==> src/core/oerc_pkg.sv <==
// Shared constants and carriers for the output enable and remote control block.
// Assumes a 10 MHz system clock and an APB master with 32-bit data.
package oerc_pkg;

  ////////////////////////////////////////////////////////////////////////////////
  // Register map, byte addresses.
  localparam logic [7:0] ADDR_OUT_STATE  = 8'h00;
  localparam logic [7:0] ADDR_PIN_POLICY = 8'h04;
  localparam logic [7:0] ADDR_LOAD_TYPE  = 8'h08;
  localparam logic [7:0] ADDR_IRQ_STATUS = 8'h0C;
  localparam logic [7:0] ADDR_IRQ_MASK   = 8'h10;
  localparam logic [7:0] ADDR_ERR_CODE   = 8'h14;
  localparam logic [7:0] ADDR_SAVE       = 8'h18;
  localparam logic [7:0] ADDR_PIN_STATE  = 8'h1C;

  ////////////////////////////////////////////////////////////////////////////////
  // Field layouts and codes.
  localparam int POL_W   = 3;
  localparam int LOAD_W  = 2;
  localparam int EVT_W   = 3;
  localparam int EVT_CONFLICT = 0;
  localparam int EVT_LATCHOFF = 1;
  localparam int EVT_CHANGE   = 2;

  localparam logic [POL_W-1:0] POL_PIN_HIGH_ENABLES  = 3'h0;
  localparam logic [POL_W-1:0] POL_PIN_LOW_ENABLES   = 3'h1;
  localparam logic [POL_W-1:0] POL_PIN_HIGH_DISABLES = 3'h2;
  localparam logic [POL_W-1:0] POL_PIN_LOW_DISABLES  = 3'h3;
  localparam logic [POL_W-1:0] POL_LOW_PULSE_LATCH   = 3'h4;
  localparam logic [POL_W-1:0] POL_PIN_IGNORED       = 3'h5;

  localparam logic [LOAD_W-1:0] LOAD_ACTIVE    = 2'h0;
  localparam logic [LOAD_W-1:0] LOAD_RESISTIVE = 2'h1;
  localparam logic [LOAD_W-1:0] LOAD_BATTERY   = 2'h2;

  localparam logic [31:0] ERR_SETTINGS_CONFLICT = 32'hFFFFFF23;
  localparam logic [31:0] ERR_NONE              = 32'h00000000;

  ////////////////////////////////////////////////////////////////////////////////
  // Reset values.
  localparam logic [POL_W-1:0]  RST_POLICY = POL_PIN_HIGH_DISABLES;
  localparam logic [LOAD_W-1:0] RST_LOAD   = LOAD_ACTIVE;
  localparam logic [EVT_W-1:0]  RST_MASK   = 3'h0;

  ////////////////////////////////////////////////////////////////////////////////
  // Timing.
  localparam int CLK_PERIOD_NS = 100;
  localparam int LP_TIME_NS    = 100000;
  localparam int LP_CYC        = (LP_TIME_NS + CLK_PERIOD_NS - 1) / CLK_PERIOD_NS;

  ////////////////////////////////////////////////////////////////////////////////
  // Bus carriers.
  typedef struct packed {
    logic        psel;
    logic        penable;
    logic        pwrite;
    logic [7:0]  paddr;
    logic [31:0] pwdata;
  } oerc_apb_req_t;

  typedef struct packed {
    logic        pready;
    logic        pslverr;
    logic [31:0] prdata;
  } oerc_apb_rsp_t;

endpackage

==> src/core/oerc_top.sv <==
// Output enable control: host commands, remote on/off pin policy, load type.
// Assumes an APB master on clk_i; the setup, memory and list inputs come from
// logic on the same clock, while the remote pin is asynchronous.
//
// Notes on behaviour
// - Host command turns output on or off.
// - Power-up output on, analog control on.
// - Reject command with error -221 on conflicts.
// - State query answers zero or one.
// - Six pin policies, default high disables, savable.
// - High enables: pin level drives output.
// - Low enables: inverted pin drives output.
// - High disables: high pin forces off.
// - Low disables: low pin forces off.
// - Low pulse latches output off until command.
// - Ignored policy disregards the pin entirely.
// - Level policies make host commands ineffective.
// - Policy query returns configured policy.
// - Store load type: active, resistive, battery.
// - Load type query returns stored type.
//
// The placing of the registers and the APB slave port are this design's own decisions.
module oerc_top
  import oerc_pkg::*;
#(
  parameter int LP_CYCLES = LP_CYC
) (
  input  wire logic                clk_i,
  input  wire logic                rstn_i,
  input  wire logic                en_i,
  input  wire oerc_apb_req_t       apb_req_i,
  output oerc_apb_rsp_t            apb_rsp_o,
  input  wire logic                remote_pin_i,
  input  wire logic                panel_on_i,
  input  wire logic                list_running_i,
  input  wire logic                setup_out_off_i,
  input  wire logic                setup_analog_off_i,
  input  wire logic                nv_policy_valid_i,
  input  wire logic [POL_W-1:0]    nv_policy_i,
  output logic                     output_en_o,
  output logic                     analog_ctl_en_o,
  output logic [LOAD_W-1:0]        load_type_o,
  output logic                     save_req_o,
  output logic [POL_W-1:0]         save_policy_o,
  output logic                     irq_o
);

  localparam int CNT_W = $clog2(LP_CYCLES + 1);
  localparam logic [CNT_W-1:0] CNT_LAST = CNT_W'(LP_CYCLES - 1);
  localparam logic [CNT_W-1:0] CNT_SAT  = CNT_W'(LP_CYCLES);

  ////////////////////////////////////////////////////////////////////////////////
  // Remote pin synchroniser. An open pin reads high through the external pull-up.
  logic pin_meta_q;
  logic pin_s_q;

  always_ff @(posedge clk_i) begin
    if (!rstn_i) begin
      pin_meta_q <= 1'b1;
      pin_s_q    <= 1'b1;
    end else if (en_i) begin
      pin_meta_q <= remote_pin_i;
      pin_s_q    <= pin_meta_q;
    end
  end

  ////////////////////////////////////////////////////////////////////////////////
  // APB slave. The read answer is prepared in the setup cycle, so every access
  // completes after exactly one access cycle.
  logic        pready_q;
  logic        pready_d;
  logic        pslverr_q;
  logic        pslverr_d;
  logic [31:0] prdata_q;
  logic [31:0] prdata_d;
  logic        setup_ph;
  logic        wr_acc;
  logic [7:0]  acc_addr;
  logic [31:0] wdata;
  logic        mapped;

  // Core state declared early because the read mux looks at it.
  logic                  boot_done_q;
  logic                  boot_done_d;
  logic                  out_q;
  logic                  out_d;
  logic                  analog_q;
  logic                  analog_d;
  logic [POL_W-1:0]      policy_q;
  logic [POL_W-1:0]      policy_d;
  logic [LOAD_W-1:0]     load_q;
  logic [LOAD_W-1:0]     load_d;
  logic [EVT_W-1:0]      sts_q;
  logic [EVT_W-1:0]      sts_d;
  logic [EVT_W-1:0]      mask_q;
  logic [EVT_W-1:0]      mask_d;
  logic [31:0]           err_q;
  logic [31:0]           err_d;
  logic                  irq_q;
  logic                  irq_d;
  logic                  save_q;
  logic                  save_d;
  logic [POL_W-1:0]      save_pol_q;
  logic [POL_W-1:0]      save_pol_d;
  logic [CNT_W-1:0]      low_cnt_q;
  logic [CNT_W-1:0]      low_cnt_d;

  assign setup_ph = apb_req_i.psel && !apb_req_i.penable;
  assign wr_acc   = en_i && apb_req_i.psel && apb_req_i.penable && pready_q &&
                    apb_req_i.pwrite && !pslverr_q;
  assign acc_addr = apb_req_i.paddr;
  assign wdata    = apb_req_i.pwdata;

  always_comb begin
    mapped = 1'b1;
    prdata_d = 32'h00000000;
    unique case (acc_addr)
      ADDR_OUT_STATE:  prdata_d[0] = out_q;
      ADDR_PIN_POLICY: prdata_d[POL_W-1:0] = policy_q;
      ADDR_LOAD_TYPE:  prdata_d[LOAD_W-1:0] = load_q;
      ADDR_IRQ_STATUS: prdata_d[EVT_W-1:0] = sts_q;
      ADDR_IRQ_MASK:   prdata_d[EVT_W-1:0] = mask_q;
      ADDR_ERR_CODE:   prdata_d = err_q;
      ADDR_SAVE:       prdata_d = 32'h00000000;
      ADDR_PIN_STATE:  prdata_d[1:0] = {analog_q, pin_s_q};
      default:         mapped = 1'b0;
    endcase
    if (setup_ph && !pready_q) begin
      pready_d  = 1'b1;
      pslverr_d = !mapped;
      if (!apb_req_i.pwrite) begin
        prdata_d = mapped ? prdata_d : 32'h00000000;
      end else begin
        prdata_d = 32'h00000000;
      end
    end else begin
      pready_d  = 1'b0;
      pslverr_d = 1'b0;
      prdata_d  = 32'h00000000;
    end
  end

  always_ff @(posedge clk_i) begin
    if (!rstn_i) begin
      pready_q  <= 1'b0;
      pslverr_q <= 1'b0;
      prdata_q  <= 32'h00000000;
    end else if (en_i) begin
      pready_q  <= pready_d;
      pslverr_q <= pslverr_d;
      prdata_q  <= prdata_d;
    end
  end

  ////////////////////////////////////////////////////////////////////////////////
  // Output control core.
  logic pin_high;
  logic cmd_wr;
  logic cmd_val;
  logic level_pol;
  logic conflict;
  logic cmd_ok;
  logic panel_ok;
  logic lp_fire;

  assign pin_high  = pin_s_q;
  assign cmd_wr    = wr_acc && (acc_addr == ADDR_OUT_STATE) && boot_done_q;
  assign cmd_val   = wdata[0];
  assign level_pol = (policy_q == POL_PIN_HIGH_ENABLES) ||
                     (policy_q == POL_PIN_LOW_ENABLES);
  // The disabling condition of the two disable policies counts as a conflict.
  assign conflict  = level_pol || list_running_i ||
                     ((policy_q == POL_PIN_HIGH_DISABLES) && pin_high) ||
                     ((policy_q == POL_PIN_LOW_DISABLES) && !pin_high);
  assign cmd_ok    = cmd_wr && !conflict;
  assign panel_ok  = en_i && panel_on_i && boot_done_q && !conflict;
  assign lp_fire   = (policy_q == POL_LOW_PULSE_LATCH) && !pin_high &&
                     (low_cnt_q == CNT_LAST);

  always_comb begin
    boot_done_d = 1'b1;
    out_d       = out_q;
    analog_d    = analog_q;
    policy_d    = policy_q;
    load_d      = load_q;
    mask_d      = mask_q;
    err_d       = err_q;
    save_d      = 1'b0;
    save_pol_d  = save_pol_q;
    low_cnt_d   = low_cnt_q;
    sts_d       = sts_q;

    if (!boot_done_q) begin
      // Power-up defaults, unless the setup switches or saved policy say otherwise.
      out_d    = !setup_out_off_i;
      analog_d = !setup_analog_off_i;
      if (nv_policy_valid_i && (nv_policy_i <= POL_PIN_IGNORED)) begin
        policy_d = nv_policy_i;
      end
    end else begin
      if (cmd_ok) begin
        out_d = cmd_val;
      end else if (panel_ok) begin
        out_d = 1'b1;
      end

      if (policy_q == POL_LOW_PULSE_LATCH && !pin_high) begin
        low_cnt_d = (low_cnt_q == CNT_SAT) ? CNT_SAT : low_cnt_q + 1'b1;
      end else begin
        low_cnt_d = '0;
      end

      unique case (policy_q)
        POL_PIN_HIGH_ENABLES:  out_d = pin_high;
        POL_PIN_LOW_ENABLES:   out_d = !pin_high;
        POL_PIN_HIGH_DISABLES: if (pin_high) out_d = 1'b0;
        POL_PIN_LOW_DISABLES:  if (!pin_high) out_d = 1'b0;
        // A latched off is cleared only by a later ON command, never by the pin.
        POL_LOW_PULSE_LATCH:   if (lp_fire) out_d = 1'b0;
        default:               out_d = out_d;
      endcase

      if (wr_acc) begin
        unique case (acc_addr)
          ADDR_PIN_POLICY: begin
            if (wdata[POL_W-1:0] <= POL_PIN_IGNORED) policy_d = wdata[POL_W-1:0];
          end
          ADDR_LOAD_TYPE: begin
            if (wdata[LOAD_W-1:0] <= LOAD_BATTERY) load_d = wdata[LOAD_W-1:0];
          end
          ADDR_IRQ_STATUS: sts_d = sts_q & ~wdata[EVT_W-1:0];
          ADDR_IRQ_MASK:   mask_d = wdata[EVT_W-1:0];
          ADDR_ERR_CODE:   err_d = ERR_NONE;
          ADDR_SAVE: begin
            save_d     = wdata[0];
            save_pol_d = wdata[0] ? policy_q : save_pol_q;
          end
          default: begin
          end
        endcase
      end

      // Events are set after the clear so that a coincident event is kept.
      if (cmd_wr && conflict) begin
        sts_d[EVT_CONFLICT] = 1'b1;
        err_d = ERR_SETTINGS_CONFLICT;
      end
      if (lp_fire) sts_d[EVT_LATCHOFF] = 1'b1;
      if (out_d != out_q) sts_d[EVT_CHANGE] = 1'b1;
    end
    irq_d = |(sts_d & mask_d);
  end

  always_ff @(posedge clk_i) begin
    if (!rstn_i) begin
      boot_done_q <= 1'b0;
      out_q       <= 1'b1;
      analog_q    <= 1'b1;
      policy_q    <= RST_POLICY;
      load_q      <= RST_LOAD;
      sts_q       <= '0;
      mask_q      <= RST_MASK;
      err_q       <= ERR_NONE;
      irq_q       <= 1'b0;
      save_q      <= 1'b0;
      save_pol_q  <= RST_POLICY;
      low_cnt_q   <= '0;
    end else if (en_i) begin
      boot_done_q <= boot_done_d;
      out_q       <= out_d;
      analog_q    <= analog_d;
      policy_q    <= policy_d;
      load_q      <= load_d;
      sts_q       <= sts_d;
      mask_q      <= mask_d;
      err_q       <= err_d;
      irq_q       <= irq_d;
      save_q      <= save_d;
      save_pol_q  <= save_pol_d;
      low_cnt_q   <= low_cnt_d;
    end
  end

  assign apb_rsp_o.pready  = pready_q;
  assign apb_rsp_o.pslverr = pslverr_q;
  assign apb_rsp_o.prdata  = prdata_q;
  assign output_en_o       = out_q;
  assign analog_ctl_en_o   = analog_q;
  assign load_type_o       = load_q;
  assign save_req_o        = save_q;
  assign save_policy_o     = save_pol_q;
  assign irq_o             = irq_q;

  logic run;
  assign run = en_i && boot_done_q;
endmodule

==> config.mk <==
export PLATFORM = sky130hd
export DESIGN_NAME = oerc_top
export DESIGN_NICKNAME = d
export VERILOG_FILES = /design/src/core/oerc_pkg.sv /design/src/core/oerc_top.sv
export SDC_FILE = /design/constraint.sdc
export NUM_CORES = 1
export LEC_CHECK = 0
export ABC_AREA = 1
export BUFFER_PORTS_ARGS = -buffer_cell sky130_fd_sc_hd__buf_4
export CAP_MARGIN = 20
export CORE_ASPECT_RATIO = 1.1
export CORE_MARGIN = 2
export CORE_UTILIZATION = 40
export CTS_CLUSTER_SIZE = 40
export DETAILED_ROUTE_END_ITERATION = 8
export PLACE_DENSITY = 0.77
export SYNTH_ARGS = -nofsm -noshare
export SYNTH_HDL_FRONTEND = slang
export SYNTH_SLANG_ARGS = --single-unit
==> constraint.sdc <==
create_clock -name clk_i -period 1.9 [get_ports clk_i]
set_input_delay 0.19 -clock clk_i [delete_from_list [all_inputs] [get_ports clk_i]]
set_output_delay 0.19 -clock clk_i [all_outputs]
set_load 0.01 [all_outputs]
==> impl_metrics.toml, run 1 <==
[status]
outcome = "finished clean"

[timing]
skew_ps = 10.1
max-slew-margin-rel = 0.510
fin_crit_ps = 1630
maxSlewViolCount = 0
holdWs_ps = 73.9
hold_violations = 0
tightest_slew_ps = 733
min_period_over_period = 0.859
fmax_ghz = 0.612
fin_ws_ps = 267
setup_viol_count_final = 0
fin_tns_setup_ps = 0
rsz0062_at_grt = "no"

[floorplan]
die_h_um = 85.5
die_area_um2 = 6670
start_util = 0.416
coreArea_um2 = 5810
die_w_um = 78.0
num_rows = 29
pin_count = 98

[cts]
cts_tree = "done"
clockRootBuffer = "clkbuf_8"
postCtsSetupBuffers = 0
path_clk_slew_ps = 80
hold_buffers = 0
clk_latency_ps = 300
numCtsBuffers = 5
cts_max_path_buffers = 2
htree_levels = 2
clock-sinks = 38
postCtsResizedCells = 0

[synthesis]
synth-seq-cells = 38
syn-instance-count = 360
syn_area_per_cell_um2 = 6.70
synth-seq-area-share = 0.315
syn_area_um2 = 2410
ys_warn_count = 0
ys_types = 41

[final_layout]
antenna_cells = 0
drive_gt1_frac = 0.276
area_growth_pct = 18.9
fin_cells = 479
layout.nets = 458

[global_route]
grt_max_degree = 27
grt_usage = 0.183
grt-ovfl-total = 0
antenna_found_initial = 0
grt_pass1_vias = 2150
grt_pass1_wl_mm = 9.66

[place]
dp_hpwl_mm = 4.69
place_congestion = 0.952
port_buffers = 64
place_worst_setup_slack_ps = 293
dp.cells = 471

[min_path]
hp-class = "in2reg"

[routing]
num_vias = 2362
wl_per_cell_um = 12.5
drt_iter0_markers = 92
drc = 0
first_pass_iters = 4
wl_mm = 5.99
via_per_inst = 4.93
antenna_left = 0

[setup_path]
crit_top_cell = "nand2_1"
worstPathArrival_ps = 1830
endpoint_kind = "flip-flop"
crit_path_max_fanout = 4
slowest_stage = "dfxtp_1"
criticalPathCategory = "reg2reg"
crit_path_cell_trace = "ha_1 -> nand2_1 -> nor2_1 -> nand3_1 -> nand2_1 -> nand2_1 -> nand3_2 -> nand2_2 -> nand2_2 -> nand3_2 -> o21ai_1 -> inv_1"
required_ps = 2100
critPathMaxStageDelay_ps = 390
startpoint_type = "flip-flop"

[pwr]
sw_frac_of_total = 0.265
power_leakage_nw = 1.33
seqPwrFrac = 0.514
combPwrFrac = 0.125
p_clk_frac = 0.362
vdd_drop_max_uv = 246
power.density_nw_per_um2 = 560
p_int_w = 0.00118
power.total_w = 0.00161
power.switching_w = 0.000425

[job]
maxCapViolCount = 0
## area by class of cell
type / count / area, um2
fill: 589 / 2940
multi-input combinational: 239 / 1220
sequential: 38 / 761
timing repair buffer: 69 / 518
inverter: 48 / 181
tap: 77 / 96.3
clock buffer: 7 / 86.3
clock inverter: 1 / 5.00
## worst paths after layout
kind | startpoint | to | slack [ps] | depth (start not counted)
worst max register to register | low_cnt_q[0] | sts_q[2] | 270 | 12
worst min register to register | err_q[30] | err_q[30] | 460 | 2
worst max-delay path | low_cnt_q[0] | sts_q[2] | 270 | 12
worst min-delay path | setup_analog_off_i | analog_ctl_en_o | 70 | 2
## placed cells by master (no fill, tap or decap), types with 4 or more instances in the layout
cell,netlist,final
a21oi_1,37,37
buf_4,31,69
clkbuf_8,0,6
conb_1,1,4
dfxtp_1,38,38
inv_1,37,37
inv_2,8,8
nand2_1,80,80
nand2_2,5,5
nand3_1,18,18
nand4_1,9,9
nor2_1,23,23
nor2_2,7,7
nor3_2,4,4
o21ai_0,14,14
o21ai_1,5,5
## metrics by stage
step,util,area (um2)
finish,0.494,2870
global route,0.494,2870
CTS,0.494,2870
detailed placement,0.478,2780
global placement,0.478,2780
floorplan,-,2420
## power groups by stage
stage,sequential [W],combinational [W],clock [W]
4_1_cts,0.000825,0.000200,0.000597
5_1_grt,0.000828,0.000222,0.000618
6_report,0.000826,0.000200,0.000582
3_3_place_gp,0.000843,0.000195,0
3_5_place_dp,0.000844,0.000199,0
2_1_floorplan,0.000842,0.000120,0
## worst max-delay path, delay by kind of cell (launching register included)
kind | cells | cell delay (ps)
flops | 1 | 390
fa+ha+maj | 1 | 200
compound gates | 1 | 120
simple gates | 9 | 780
buf+inv | 1 | 50
## layer usage
layer,track usage,part of all wire
met4,0.0893,0.019
met1,0.209,0.42
met3,0.0415,0.074
met2,0.322,0.49
met5,0,0
## kinds of logic (layout without fill, tap and decap cells)
kind of cell | after synthesis | count (layout) | synth area share
and+or+nand+nor | 164 | 164 | 0.328
buffers and inverters | 86 | 125 | 0.183
other | 1 | 4 | 0.00155
AOI/OAI and AO/OA | 68 | 68 | 0.158
adders and majority gates | 2 | 2 | 0.0104
xor gates and xnor gates | 1 | 1 | 0.00363
DFF | 38 | 38 | 0.315
## registers in the layout, summed over array words and instances, names as in the netlist, 2 cells and up
signal and cells:
load_type_o 2, save_policy_o 3, mask_q 3, prdata_q 4
sts_q 3, policy_q 3, low_cnt_q 10
## cell usage after synthesis (all sizes together)
| library cell | number | area share |
|---|---|---|
| nand2 | 85 | 0.14 |
| inv | 45 | 0.070 |
| a21oi | 38 | 0.080 |
| dfxtp | 38 | 0.32 |
| buf | 33 | 0.10 |
| nor2 | 32 | 0.063 |
| nand3 | 21 | 0.053 |
| o21ai | 19 | 0.039 |
| nand4 | 9 | 0.023 |
| nor3 | 6 | 0.021 |
| clkbuf | 5 | 0.0078 |
| or2 | 5 | 0.013 |
| a211oi | 4 | 0.017 |
| clkinv | 3 | 0.0052 |
| and2 | 2 | 0.0052 |
| ha | 2 | 0.010 |
| nand3b | 2 | 0.0062 |
| o211ai | 2 | 0.0062 |
| a221oi | 1 | 0.0036 |
| a31oi | 1 | 0.0026 |
| and3 | 1 | 0.0026 |
| conb | 1 | 0.0016 |
| nor3b | 1 | 0.0031 |
| o21a | 1 | 0.0031 |
| o221ai | 1 | 0.0036 |
| o22ai | 1 | 0.0026 |
| xnor2 | 1 | 0.0036 |
Note: power is estimated with default switching activity, not from simulation.
==> run 2, diff against run 1 <==
--- a/config.mk
+++ b/config.mk
@@ -10,10 +10,10 @@
 export CAP_MARGIN = 20
 export CORE_ASPECT_RATIO = 1.1
 export CORE_MARGIN = 2
-export CORE_UTILIZATION = 40
+export CORE_UTILIZATION = 48
 export CTS_CLUSTER_SIZE = 40
 export DETAILED_ROUTE_END_ITERATION = 8
-export PLACE_DENSITY = 0.77
+export PLACE_DENSITY = 0.89
 export SYNTH_ARGS = -nofsm -noshare
 export SYNTH_HDL_FRONTEND = slang
 export SYNTH_SLANG_ARGS = --single-unit
==> run 2 against run 1 <==
Effect of this change:
- critical path depth unchanged
- largest cell class unchanged
- global-route usage increased by 2.9 points
- cell area is 0.96% higher
- via count is essentially flat
- first-iteration DRC count rose by 15%
- critical endpoint unchanged
==> impl_metrics.toml, run 2 (synthesized netlist as in run 1, its figures left out) <==
[final_layout]
area_growth_pct = 20.1
final_common_cell = "nand2_1"
top_register = "low_cnt_q"
antenna_cells = 0
layout.nets = 458
largestRegisters = "low_cnt_q x10, prdata_q x4"
final_cell_mix = "nand2_1 (80), buf_4 (69), dfxtp_1 (38), inv_1 (37), a21oi_1 (37)"
largest_reg_flops = 10
fin_cells = 460
drive_gt1_frac = 0.279

[timing]
fin_tns_setup_ps = 0
max-slew-margin-rel = 0.514
fmax_ghz = 0.607
setup_viol_count_final = 0
skew_ps = 11.2
min_period_over_period = 0.867
hold_violations = 0
tightest_slew_ps = 727
maxSlewViolCount = 0
fin_crit_ps = 1650
rsz0062_at_grt = "no"

[routing]
drc = 0
wl_per_cell_um = 12.6
drt_iter0_markers = 106
num_vias = 2364
via_per_inst = 5.14
first_pass_iters = 4
antenna_left = 0
wl_mm = 5.79

[setup_path]
crit_path_max_fanout = 5
startpoint_type = "flip-flop"
reg2reg_setup_slack_ps = 250
endpoint_kind = "flip-flop"
worstRegToRegCells = 12
worstPathArrival_ps = 1850
r2r-end = "sts_q[2]"
criticalPathCategory = "reg2reg"
required_ps = 2100
r2r-start = "policy_q[0]"

[cts]
postCtsResizedCells = 0
clock-sinks = 38
clk_latency_ps = 300
htree_levels = 2
postCtsSetupBuffers = 0
cts_max_path_buffers = 2
numCtsBuffers = 5
clockRootBuffer = "clkbuf_8"
cts_tree = "done"
hold_buffers = 0
path_clk_slew_ps = 80

[global_route]
grt_max_degree = 27
grt-ovfl-total = 0
grt_pass1_wl_mm = 9.47
grt_usage = 0.213
grt_pass1_vias = 2232
antenna_found_initial = 0

[pwr]
vdd_drop_max_uv = 481
power_leakage_nw = 1.35
power.density_nw_per_um2 = 650

[job]
maxCapViolCount = 0

[place]
place_congestion = 0.927
port_buffers = 64
dp.cells = 452
dp_hpwl_mm = 4.51

[floorplan]
coreArea_um2 = 4930
die_area_um2 = 5610
die_w_um = 71.6
start_util = 0.489
die_h_um = 78.4
pin_count = 98
num_rows = 27

[min_path]
hp-class = "in2reg"
hold_path_depth = 2
min_to = "analog_ctl_en_o"
hold_start = "setup_analog_off_i"

[status]
outcome = "finished clean"
[run 2: cell types whose count changed in the layout (fill, tap and decap cells not counted)]
cell / before / now
clkbuf_1: 1 / 0
bufinv_16: 0 / 2
clkinv_2: 2 / 1
[run 2: how the worst max path moves through the flow]
| stage | start | end | slack, ps |
|---|---|---|---|
| global placement | apb_req_i[33] | irq_o | 340 |
| finish | policy_q[0] | sts_q[2] | 250 |
| global route | policy_q[0] | sts_q[2] | 110 |
| floorplan | low_cnt_q[0] | sts_q[2] | 520 |
| detailed placement | apb_req_i[33] | irq_o | 290 |
| CTS | policy_q[0] | sts_q[2] | 270 |
[run 2: layout make-up]
type / count / area, um2
clock buffers: 6 / 82.6
inverters: 48 / 181
flip-flops and latches: 38 / 761
clock inverters: 2 / 60.1
fillers: 462 / 2040
multi-input cells: 239 / 1220
repair buffers: 69 / 518
well taps: 58 / 72.6
[run 2: per-layer routing]
metal  vias up  track usage  part of all wire
li1       1215            -                 -
met1      1049        0.232              0.40
met2        82        0.365              0.49
met3        18       0.0565             0.066
met4         0        0.126             0.037
met5         -            0                 0
[run 2: power by group]
group,leakage (nW),internal (W),switching (W)
Sequential,0.308,0.000810,0.0000170
Clock,0.0714,0.000560,0.000296
Combinational,0.972,0.0000796,0.000119
Total,1.35,0.00145,0.000432
[run 2: metrics by stage]
step	area (um2)	util	setup WS, ps	power [W]	hold slack, ps
6_report	2900	0.587	253	0.00188	73.8
5_1_grt	2900	0.587	108	0.00194	67.9
4_1_cts	2900	0.587	271	0.00189	70.5
3_5_place_dp	2750	0.558	286	0.00104	396
3_3_place_gp	2750	0.558	344	0.00104	390
2_1_floorplan	2420	-	521	0.000962	302
[run 2: critical path: stages, from the launching register on]
cell	delay (ps)
dfxtp_1	360
nor2_1	120
nand2_1	140
nor2_2	170
nand3_1	130
nand2_1	80
nand2_1	60
nand3_2	90
nand2_2	70
nand2_2	70
nand3_2	60
o21ai_1	150
inv_1	60
